File: config.mk
export PLATFORM = sky130hd
export DESIGN_NAME = pcc_counter_unit
export DESIGN_NICKNAME = d
export VERILOG_FILES = /design/src/shared/pcc_pkg.sv /design/src/design/pcc_pll_tap.sv /design/src/design/pcc_counter_unit.sv
export SDC_FILE = /design/constraint.sdc
export NUM_CORES = 1
export LEC_CHECK = 0
export BUFFER_PORTS_ARGS = -buffer_cell sky130_fd_sc_hd__clkbuf_2
export CORE_MARGIN = 2
export CORE_UTILIZATION = 50
export CTS_CLUSTER_DIAMETER = 40
export DETAILED_ROUTE_END_ITERATION = 8
export PLACE_DENSITY_LB_ADDON = 0.2
export SLEW_MARGIN = 20
export SYNTH_ARGS = -nofsm -noshare
export SYNTH_HDL_FRONTEND = slang
export SYNTH_SLANG_ARGS = --single-unit
File: constraint.sdc
create_clock -name clk_sys -period 8.71 [get_ports clk_sys]
set_input_delay 0.871 -clock clk_sys [delete_from_list [all_inputs] [get_ports clk_sys]]
set_output_delay 0.871 -clock clk_sys [all_outputs]
set_load 0.005 [all_outputs]
File: src/shared/pcc_pkg.sv
// Constants shared by the per-core counter unit and its PLL tap model
package pcc_pkg;
   // Counters per core
   localparam int PCC_UNITS = 2;
   localparam int PCC_PINS = 32;

   // Register selector on the core write and read ports
   localparam logic [1:0] PCC_SEL_CTRL = 2'h0;
   localparam logic [1:0] PCC_SEL_INCR = 2'h1;
   localparam logic [1:0] PCC_SEL_PHASE = 2'h2;

   // Control register field positions
   localparam int PCC_MODE_LSB = 26;
   localparam int PCC_MODE_W = 5;
   localparam int PCC_TAP_LSB = 23;
   localparam int PCC_TAP_W = 3;
   localparam int PCC_SECONDARY_PIN_SELECT_LSB = 9;
   localparam int PCC_PRIMARY_PIN_SELECT_LSB = 0;
   localparam int PCC_PIN_W = 5;

   // Reset values
   localparam logic [31:0] PCC_CTRL_RST = 32'h0000_0000;
   localparam logic [31:0] PCC_INCR_RST = 32'h0000_0000;
   localparam logic [31:0] PCC_PHASE_RST = 32'h0000_0000;

   // Operating mode codes; codes with the top bit set are logic modes
   localparam logic [4:0] PCC_M_OFF = 5'h00;
   localparam logic [4:0] PCC_M_PLL_INT = 5'h01;
   localparam logic [4:0] PCC_M_PLL_SE = 5'h02;
   localparam logic [4:0] PCC_M_PLL_DIFF = 5'h03;
   localparam logic [4:0] PCC_M_NCO_SE = 5'h04;
   localparam logic [4:0] PCC_M_NCO_DIFF = 5'h05;
   localparam logic [4:0] PCC_M_DUTY_SE = 5'h06;
   localparam logic [4:0] PCC_M_DUTY_DIFF = 5'h07;
   localparam logic [4:0] PCC_M_POS = 5'h08;
   localparam logic [4:0] PCC_M_POS_FB = 5'h09;
   localparam logic [4:0] PCC_M_POSEDGE = 5'h0A;
   localparam logic [4:0] PCC_M_POSEDGE_FB = 5'h0B;
   localparam logic [4:0] PCC_M_NEG = 5'h0C;
   localparam logic [4:0] PCC_M_NEG_FB = 5'h0D;
   localparam logic [4:0] PCC_M_NEGEDGE = 5'h0E;
   localparam logic [4:0] PCC_M_NEGEDGE_FB = 5'h0F;

   // PLL model: VCO runs at 16x the reference, taps divide by 128 down to 1
   localparam int PCC_VCO_MULT_LOG2 = 4;
   localparam int PCC_WRAP_W = 3;
endpackage

File: src/design/pcc_pll_tap.sv
// PLL model: extends the phase word and picks the divided VCO tap
`timescale 1ns/1ps
module pcc_pll_tap
   import pcc_pkg::*;
(
   // Clock and reset
   input wire logic clk_sys,
   input wire logic rst,
   // Reference phase from the accumulator
   input wire logic run,
   input wire logic wrap,
   input wire logic [31:0] phase,
   input wire logic [PCC_TAP_W-1:0] tap_sel,
   // Divided output
   output logic pll_output
);
   logic [PCC_WRAP_W-1:0] wrap_cnt_r;
   logic [7:0] ext_phase;
   logic [2:0] bit_idx;

   // Wrap count extends the phase so taps below the reference rate exist
   always_ff @(posedge clk_sys) begin
      if (rst) begin
         wrap_cnt_r <= '0;
      end else if (run && wrap) begin
         wrap_cnt_r <= wrap_cnt_r + 1'b1;
      end
   end

   // VCO sits 4 bits below the reference bit; tap 7 reads it directly
   assign ext_phase = {wrap_cnt_r, phase[31:32-PCC_VCO_MULT_LOG2-1]};
   assign bit_idx = 3'h7 - tap_sel;

   always_ff @(posedge clk_sys) begin
      if (rst) begin
         pll_output <= 1'b0;
      end else begin
         pll_output <= run & ext_phase[bit_idx];
      end
   end
endmodule

File: src/design/pcc_counter_unit.sv
// Two per-core counter modules with phase accumulators and pin logic
`timescale 1ns/1ps
module pcc_counter_unit
   import pcc_pkg::*;
(
   // Clock and reset
   input wire logic clk_sys,
   input wire logic rst,
   // Core register writes
   input wire logic wr_en,
   input wire logic wr_unit,
   input wire logic [1:0] wr_sel,
   input wire logic [31:0] wr_data,
   // Core register reads
   input wire logic rd_en,
   input wire logic rd_unit,
   input wire logic [1:0] rd_sel,
   input wire logic rd_src,
   output logic [31:0] rd_data,
   // Pins and the core's direction bits
   input wire logic [PCC_PINS-1:0] pin_in,
   input wire logic [PCC_PINS-1:0] pin_dir,
   output logic [PCC_PINS-1:0] pin_drive,
   // PLL outputs, first unit feeds the video timing
   output logic [PCC_UNITS-1:0] pll_output
);
   // Pin input synchroniser and agreement filter
   logic [PCC_PINS-1:0] sync1_r;
   logic [PCC_PINS-1:0] sync2_r;
   logic [PCC_PINS-1:0] sync3_r;
   logic [PCC_PINS-1:0] pin_filt_r;
   logic [PCC_PINS-1:0] agree;

   // Per-unit registers
   logic [31:0] ctrl_r [PCC_UNITS];
   logic [31:0] incr_r [PCC_UNITS];
   logic [31:0] phase_r [PCC_UNITS];
   logic [31:0] shadow_r [PCC_UNITS];
   logic [PCC_UNITS-1:0] a_d1_r;
   logic [PCC_UNITS-1:0] a_d2_r;
   logic [PCC_UNITS-1:0] b_d1_r;

   // Per-unit combinational results
   logic [PCC_PINS-1:0] unit_pins [PCC_UNITS];
   logic [PCC_UNITS-1:0] acc_en;
   logic [PCC_UNITS-1:0] pll_run;
   logic [PCC_UNITS-1:0] carry;
   logic [31:0] sum [PCC_UNITS];

   // Synchroniser: first stage feeds only the second
   always_ff @(posedge clk_sys) begin
      if (rst) begin
         sync1_r <= '0;
         sync2_r <= '0;
         sync3_r <= '0;
      end else begin
         sync1_r <= pin_in;
         sync2_r <= sync1_r;
         sync3_r <= sync2_r;
      end
   end

   // A pin change counts once the last two stages agree
   assign agree = ~(sync2_r ^ sync3_r);

   always_ff @(posedge clk_sys) begin
      if (rst) begin
         pin_filt_r <= '0;
      end else begin
         pin_filt_r <= (sync2_r & agree) | (pin_filt_r & ~agree);
      end
   end

   genvar u;
   generate
      for (u = 0; u < PCC_UNITS; u++) begin : g_unit
         logic hit;
         logic [4:0] mode;
         logic [PCC_TAP_W-1:0] tap;
         logic [PCC_PIN_W-1:0] primary_pin_select;
         logic [PCC_PIN_W-1:0] secondary_pin_select;
         logic a1;
         logic a2;
         logic b1;
         logic acc;
         logic a_out;
         logic b_out;
         logic pll_q;

         assign hit = wr_en && (wr_unit == u[0]);
         // Field extraction of the control word
         assign mode = ctrl_r[u][PCC_MODE_LSB +: PCC_MODE_W];
         assign tap = ctrl_r[u][PCC_TAP_LSB +: PCC_TAP_W];
         assign primary_pin_select = ctrl_r[u][PCC_PRIMARY_PIN_SELECT_LSB +: PCC_PIN_W];
         assign secondary_pin_select = ctrl_r[u][PCC_SECONDARY_PIN_SELECT_LSB +: PCC_PIN_W];
         assign a1 = a_d1_r[u];
         assign a2 = a_d2_r[u];
         assign b1 = b_d1_r[u];

         // Control register, live on the next cycle after the write
         always_ff @(posedge clk_sys) begin
            if (rst) begin
               ctrl_r[u] <= PCC_CTRL_RST;
            end else if (hit && wr_sel == PCC_SEL_CTRL) begin
               ctrl_r[u] <= wr_data;
            end
         end

         always_ff @(posedge clk_sys) begin
            if (rst) begin
               incr_r[u] <= PCC_INCR_RST;
            end else if (hit && wr_sel == PCC_SEL_INCR) begin
               incr_r[u] <= wr_data;
            end
         end

         // Carry of the phase addition drives the duty modes
         assign {carry[u], sum[u]} = {1'b0, phase_r[u]} + {1'b0, incr_r[u]};

         // Phase accumulator; a core write wins over the sum
         always_ff @(posedge clk_sys) begin
            if (rst) begin
               phase_r[u] <= PCC_PHASE_RST;
            end else if (hit && wr_sel == PCC_SEL_PHASE) begin
               phase_r[u] <= wr_data;
            end else if (acc) begin
               phase_r[u] <= sum[u];
            end
         end

         // Last core-written phase, seen by destination reads
         always_ff @(posedge clk_sys) begin
            if (rst) begin
               shadow_r[u] <= PCC_PHASE_RST;
            end else if (hit && wr_sel == PCC_SEL_PHASE) begin
               shadow_r[u] <= wr_data;
            end
         end

         // Primary delayed once and twice, secondary once
         always_ff @(posedge clk_sys) begin
            if (rst) begin
               a_d1_r[u] <= 1'b0;
               a_d2_r[u] <= 1'b0;
               b_d1_r[u] <= 1'b0;
            end else begin
               a_d1_r[u] <= pin_filt_r[primary_pin_select];
               a_d2_r[u] <= a_d1_r[u];
               b_d1_r[u] <= pin_filt_r[secondary_pin_select];
            end
         end

         // Mode decode: accumulate condition and pin outputs
         always_comb begin
            acc = 1'b0;
            a_out = 1'b0;
            b_out = 1'b0;
            if (mode[4]) begin
               // Low four bits are a truth table indexed by the inputs
               acc = mode[{b1, a1}];
            end else begin
               case (mode)
                  PCC_M_OFF: begin
                     acc = 1'b0;
                  end
                  PCC_M_PLL_INT: begin
                     acc = 1'b1;
                  end
                  PCC_M_PLL_SE: begin
                     acc = 1'b1;
                     a_out = pll_q;
                  end
                  PCC_M_PLL_DIFF: begin
                     acc = 1'b1;
                     a_out = pll_q;
                     b_out = ~pll_q;
                  end
                  PCC_M_NCO_SE: begin
                     acc = 1'b1;
                     a_out = phase_r[u][31];
                  end
                  PCC_M_NCO_DIFF: begin
                     acc = 1'b1;
                     a_out = phase_r[u][31];
                     b_out = ~phase_r[u][31];
                  end
                  PCC_M_DUTY_SE: begin
                     acc = 1'b1;
                     a_out = carry[u];
                  end
                  PCC_M_DUTY_DIFF: begin
                     acc = 1'b1;
                     a_out = carry[u];
                     b_out = ~carry[u];
                  end
                  PCC_M_POS: begin
                     acc = a1;
                  end
                  PCC_M_POS_FB: begin
                     acc = a1;
                     b_out = ~a1;
                  end
                  PCC_M_POSEDGE: begin
                     acc = a1 & ~a2;
                  end
                  PCC_M_POSEDGE_FB: begin
                     acc = a1 & ~a2;
                     b_out = ~a1;
                  end
                  PCC_M_NEG: begin
                     acc = ~a1;
                  end
                  PCC_M_NEG_FB: begin
                     acc = ~a1;
                     b_out = ~a1;
                  end
                  PCC_M_NEGEDGE: begin
                     acc = ~a1 & a2;
                  end
                  PCC_M_NEGEDGE_FB: begin
                     acc = ~a1 & a2;
                     b_out = ~a1;
                  end
                  default: begin
                     acc = 1'b0;
                  end
               endcase
            end
         end

         assign acc_en[u] = acc;
         assign pll_run[u] = (mode == PCC_M_PLL_INT) || (mode == PCC_M_PLL_SE)
            || (mode == PCC_M_PLL_DIFF);

         // Place the two outputs on their selected pins
         always_comb begin
            unit_pins[u] = '0;
            unit_pins[u][primary_pin_select] = a_out;
            unit_pins[u][secondary_pin_select] = unit_pins[u][secondary_pin_select] | b_out;
         end

         // Phase bit 31 is the reference
         pcc_pll_tap u_pll (
            .clk_sys(clk_sys),
            .rst(rst),
            .run(pll_run[u]),
            .wrap(carry[u] & acc_en[u]),
            .phase(phase_r[u]),
            .tap_sel(tap),
            .pll_output(pll_q)
         );

         assign pll_output[u] = pll_q;
      end
   endgenerate

   // Direction bits gate the combined counter outputs onto the pins
   always_ff @(posedge clk_sys) begin
      if (rst) begin
         pin_drive <= '0;
      end else begin
         pin_drive <= (unit_pins[0] | unit_pins[1]) & pin_dir;
      end
   end

   // Read port: source operand sees the live phase, destination the shadow
   always_ff @(posedge clk_sys) begin
      if (rst) begin
         rd_data <= '0;
      end else if (rd_en) begin
         unique case (rd_sel)
            PCC_SEL_CTRL: begin
               rd_data <= ctrl_r[rd_unit];
            end
            PCC_SEL_INCR: begin
               rd_data <= incr_r[rd_unit];
            end
            PCC_SEL_PHASE: begin
               rd_data <= rd_src ? phase_r[rd_unit] : shadow_r[rd_unit];
            end
            default: begin
               rd_data <= '0;
            end
         endcase
      end
   end
endmodule

==> impl_metrics.py <==
metrics = {
    "sta": {
        "fmax_mhz": 255,
        "skew_ps": 29.7,
        "grt_setup_unrepaired": "false",
        "finalSetupTns_ps": 0,
        "slew-limit-headroom_pct": 24.6,
        "hold_viol": 0,
        "fin_crit_ps": 3920,
        "min_period_over_period_pct": 45.0,
        "drv_slew": 0,
        "setup_violations": 0,
        "worst_pin_slew_ps": 1130,
    },
    "routing": {
        "vias": 18500,
        "antenna_left": 0,
        "wl_mm": 73.1,
        "wl_per_cell_um": 24.6,
        "drc": 0,
        "firstDrtPassIters": 6,
        "drtIter0Drc": 1876,
        "viasPerCell": 6.24,
    },
    "yosys": {
        "yosysSeqAreaShare_pct": 49.4,
        "ys_ff_latch": 462,
        "synthArstFlopShare_pct": 0,
        "yosysWarnings": 0,
        "synth_ff_type": "edfxtp_1",
        "syn_area_um2": 23900,
        "synth_nets": 2318,
        "yosys-top-cells-area": "edfxtp_1 32%, dfxtp_1 17%, mux4_2 9.7%",
        "netlist.area_leader.share_pct": 32.2,
        "synthCells": 2143,
        "yosysTopAreaCell": "edfxtp_1",
        "synth_edf_count": 256,
        "syn_area_per_cell_um2": 11.1,
        "synth_cell_type_count": 84,
    },
    "clock_tree": {
        "numCtsBuffers": 73,
        "cts_hold_buf": 0,
        "cts_root_buf": "clkbuf_16",
        "cts.sinks": 462,
        "clockBufferDepth": 3,
        "cts-resized-gates": 0,
        "h-tree-depth": 3,
        "post_cts_buffers": 0,
        "cts_tree": "built",
        "path_clk_slew_ps": 60,
        "worstSkewPairLatency_ps": 620,
    },
    "floorplanning": {
        "row_count": 80,
        "num_io_pins": 173,
        "die_h_um": 223,
        "dieArea_um2": 49500,
        "start_util_pct": 50.4,
        "core_area_um2": 47400,
        "die_w_um": 223,
    },
    "setup_path": {
        "crit_type": "flop to flop",
        "cp.required_ps": 9180,
        "cp_data_arrival_time_ps": 4390,
        "crit_fanout": 16,
        "cp-end-kind": "flop",
        "cp-start-kind": "flop",
    },
    "power_and_ir_drop": {
        "vdd_drop_max_mv": 0.182,
        "powerDensity_nw_per_um2": 238,
        "p_leak_nw": 10.8,
        "power_mw": 6.65,
    },
    "global_routing": {
        "grt_max_degree": 95,
        "grt_usage_pct": 29.6,
        "antenna_found_initial": 4,
        "grt_pass1_vias": 18000,
        "globalRouteOverflowTotal": 0,
        "grt_pass1_wl_mm": 110,
    },
    "layout": {
        "area_growth_pct": 17.0,
        "nNetsFinal": 2471,
        "drive_gt1_share_pct": 20.3,
        "fillers": 3997,
        "multi_input_area_um2": 11500,
        "fin_area_um2": 27900,
        "final_core_util_pct": 58.9,
        "seq_area_um2": 11800,
    },
    "placed_design": {
        "gp_congestion": 0.950,
        "dp_hpwl_mm": 49.7,
        "io_buffers": 172,
        "placed_cell_area_um2": 25400,
    },
    "status": {
        "outcome": "finished clean",
    },
    "job": {
        "max_cap_viol_count": 0,
    },
    "hold_path": {
        "hold_class": "flop to flop",
    },
}
==> cell families after synthesis <==
group | synth area share, %
compound gates | 14.8
xor+xnor | 2.31
fa+ha+maj | 3.62
buf+inv | 2.71
flops | 49.4
mux | 10.2
simple gates | 16.9
==> report_power, final <==
group | switching [mW] | internal (mW) | leakage, nW
registers | 0.115 | 2.47 | 4.25
logic | 0.607 | 0.423 | 5.27
clock network | 1.11 | 1.92 | 1.24
total | 1.83 | 4.81 | 10.8
==> sequential cells by signal, indices dropped and copies added (netlist names), 32 cells and up, named ones only <==
signal	flops
ctrl_r	64
incr_r	64
phase_r	64
shadow_r	64
pin_drive	32
rd_data	32
sync1_r	32
sync2_r	32
sync3_r	32
==> layer usage <==
metal	GRT usage (%)	share of wire [%]	up-vias
met5	0	0.048	-
met4	9.70	2.7	6
met1	41.9	44	9137
met2	45.2	44	908
met3	6.49	8.9	144
li1	-	-	8328
==> placed cells by master (no fill, tap or decap), types with 8 or more instances in the layout <==
| cell type | netlist | final |
|---|---|---|
| a21oi_1 | 137 | 137 |
| xnor2_1 | 35 | 35 |
| nor2b_1 | 114 | 114 |
| a21o_1 | 41 | 41 |
| mux2i_1 | 11 | 11 |
| a211oi_1 | 48 | 48 |
| o21bai_1 | 45 | 45 |
| inv_6 | 0 | 10 |
| a31oi_1 | 13 | 13 |
| a22oi_1 | 42 | 42 |
| nor2_1 | 114 | 113 |
| or2_2 | 10 | 10 |
| nand2b_1 | 24 | 24 |
| o21ai_0 | 66 | 64 |
| clkbuf_1 | 101 | 8 |
| and3_1 | 17 | 17 |
| dfxtp_1 | 206 | 206 |
| xor2_1 | 28 | 28 |
| o211ai_1 | 15 | 15 |
| nor3b_1 | 11 | 11 |
| and2_1 | 194 | 194 |
| clkbuf_16 | 0 | 75 |
| edfxtp_1 | 256 | 256 |
| buf_4 | 3 | 33 |
| a32oi_1 | 8 | 8 |
| nand3_1 | 36 | 36 |
| nor4_1 | 14 | 12 |
| nand2_1 | 135 | 135 |
| inv_1 | 40 | 40 |
| bufinv_16 | 0 | 9 |
| nor3_1 | 40 | 36 |
| clkbuf_2 | 1 | 170 |
| o21a_1 | 14 | 14 |
| a311oi_1 | 18 | 18 |
| mux4_2 | 103 | 103 |
| nand3b_1 | 8 | 8 |
| ha_1 | 66 | 66 |
==> layout make-up <==
cell class / instances / share of cell area [%]
diodes: 1 / 0.00896
repair buffers: 205 / 4.01
flip-flops and latches: 462 / 42.3
clock inverters: 45 / 2.13
multi-input cells: 1514 / 41.2
clock buffers: 88 / 7.07
inverters: 40 / 0.537
well taps: 615 / 2.75
==> synthesized netlist by cell type (14+ instances only) <==
cell type and instances:
a211oi_1 48, a21o_1 41, a21oi_1 137, a22oi_1 42
a311oi_1 18, and2_1 194, and3_1 17, buf_1 16
clkbuf_1 101, dfxtp_1 206, edfxtp_1 256, ha_1 66
inv_1 40, mux4_2 103, nand2_1 135, nand2b_1 24
nand3_1 36, nor2_1 114, nor2b_1 114, nor3_1 40
nor4_1 14, o211ai_1 15, o21a_1 14, o21ai_0 66
o21bai_1 45, xnor2_1 35, xor2_1 28
==> final timing paths <==
check	from	endpoint	cells past startpoint	slack, ps
worst min register to register	sync1_r[20]	sync2_r[20]	1	440
worst min-delay path	sync1_r[20]	sync2_r[20]	1	440
worst max register to register	incr_r[1][0]	pin_drive[21]	12	4790
worst max-delay path	incr_r[1][0]	pin_drive[21]	12	4790
==> through the flow <==
| step | instances | hold slack, ps | setup slack, ps |
|---|---|---|---|
| 2_1_floorplan | 2143 | 414 | 4730 |
| 3_3_place_gp | 2835 | 417 | 4830 |
| 3_5_place_dp | 2835 | 427 | 4830 |
| 4_1_cts | 2968 | 436 | 4790 |
| 5_1_grt | 2969 | 452 | 4620 |
| 6_report | 2970 | 439 | 4790 |
==> worst max-delay path, cell delays in order (launching register included) <==
cell	delay [ps]
edfxtp_1	380
ha_1	270
fa_1	440
a21oi_1	230
o21a_1	200
a21oi_1	170
nor2_1	310
o22ai_1	130
a22oi_2	450
o22ai_2	370
and2_1	330
a21oi_1	360
a21oi_1	130
Power figures use the tool's default switching activity.
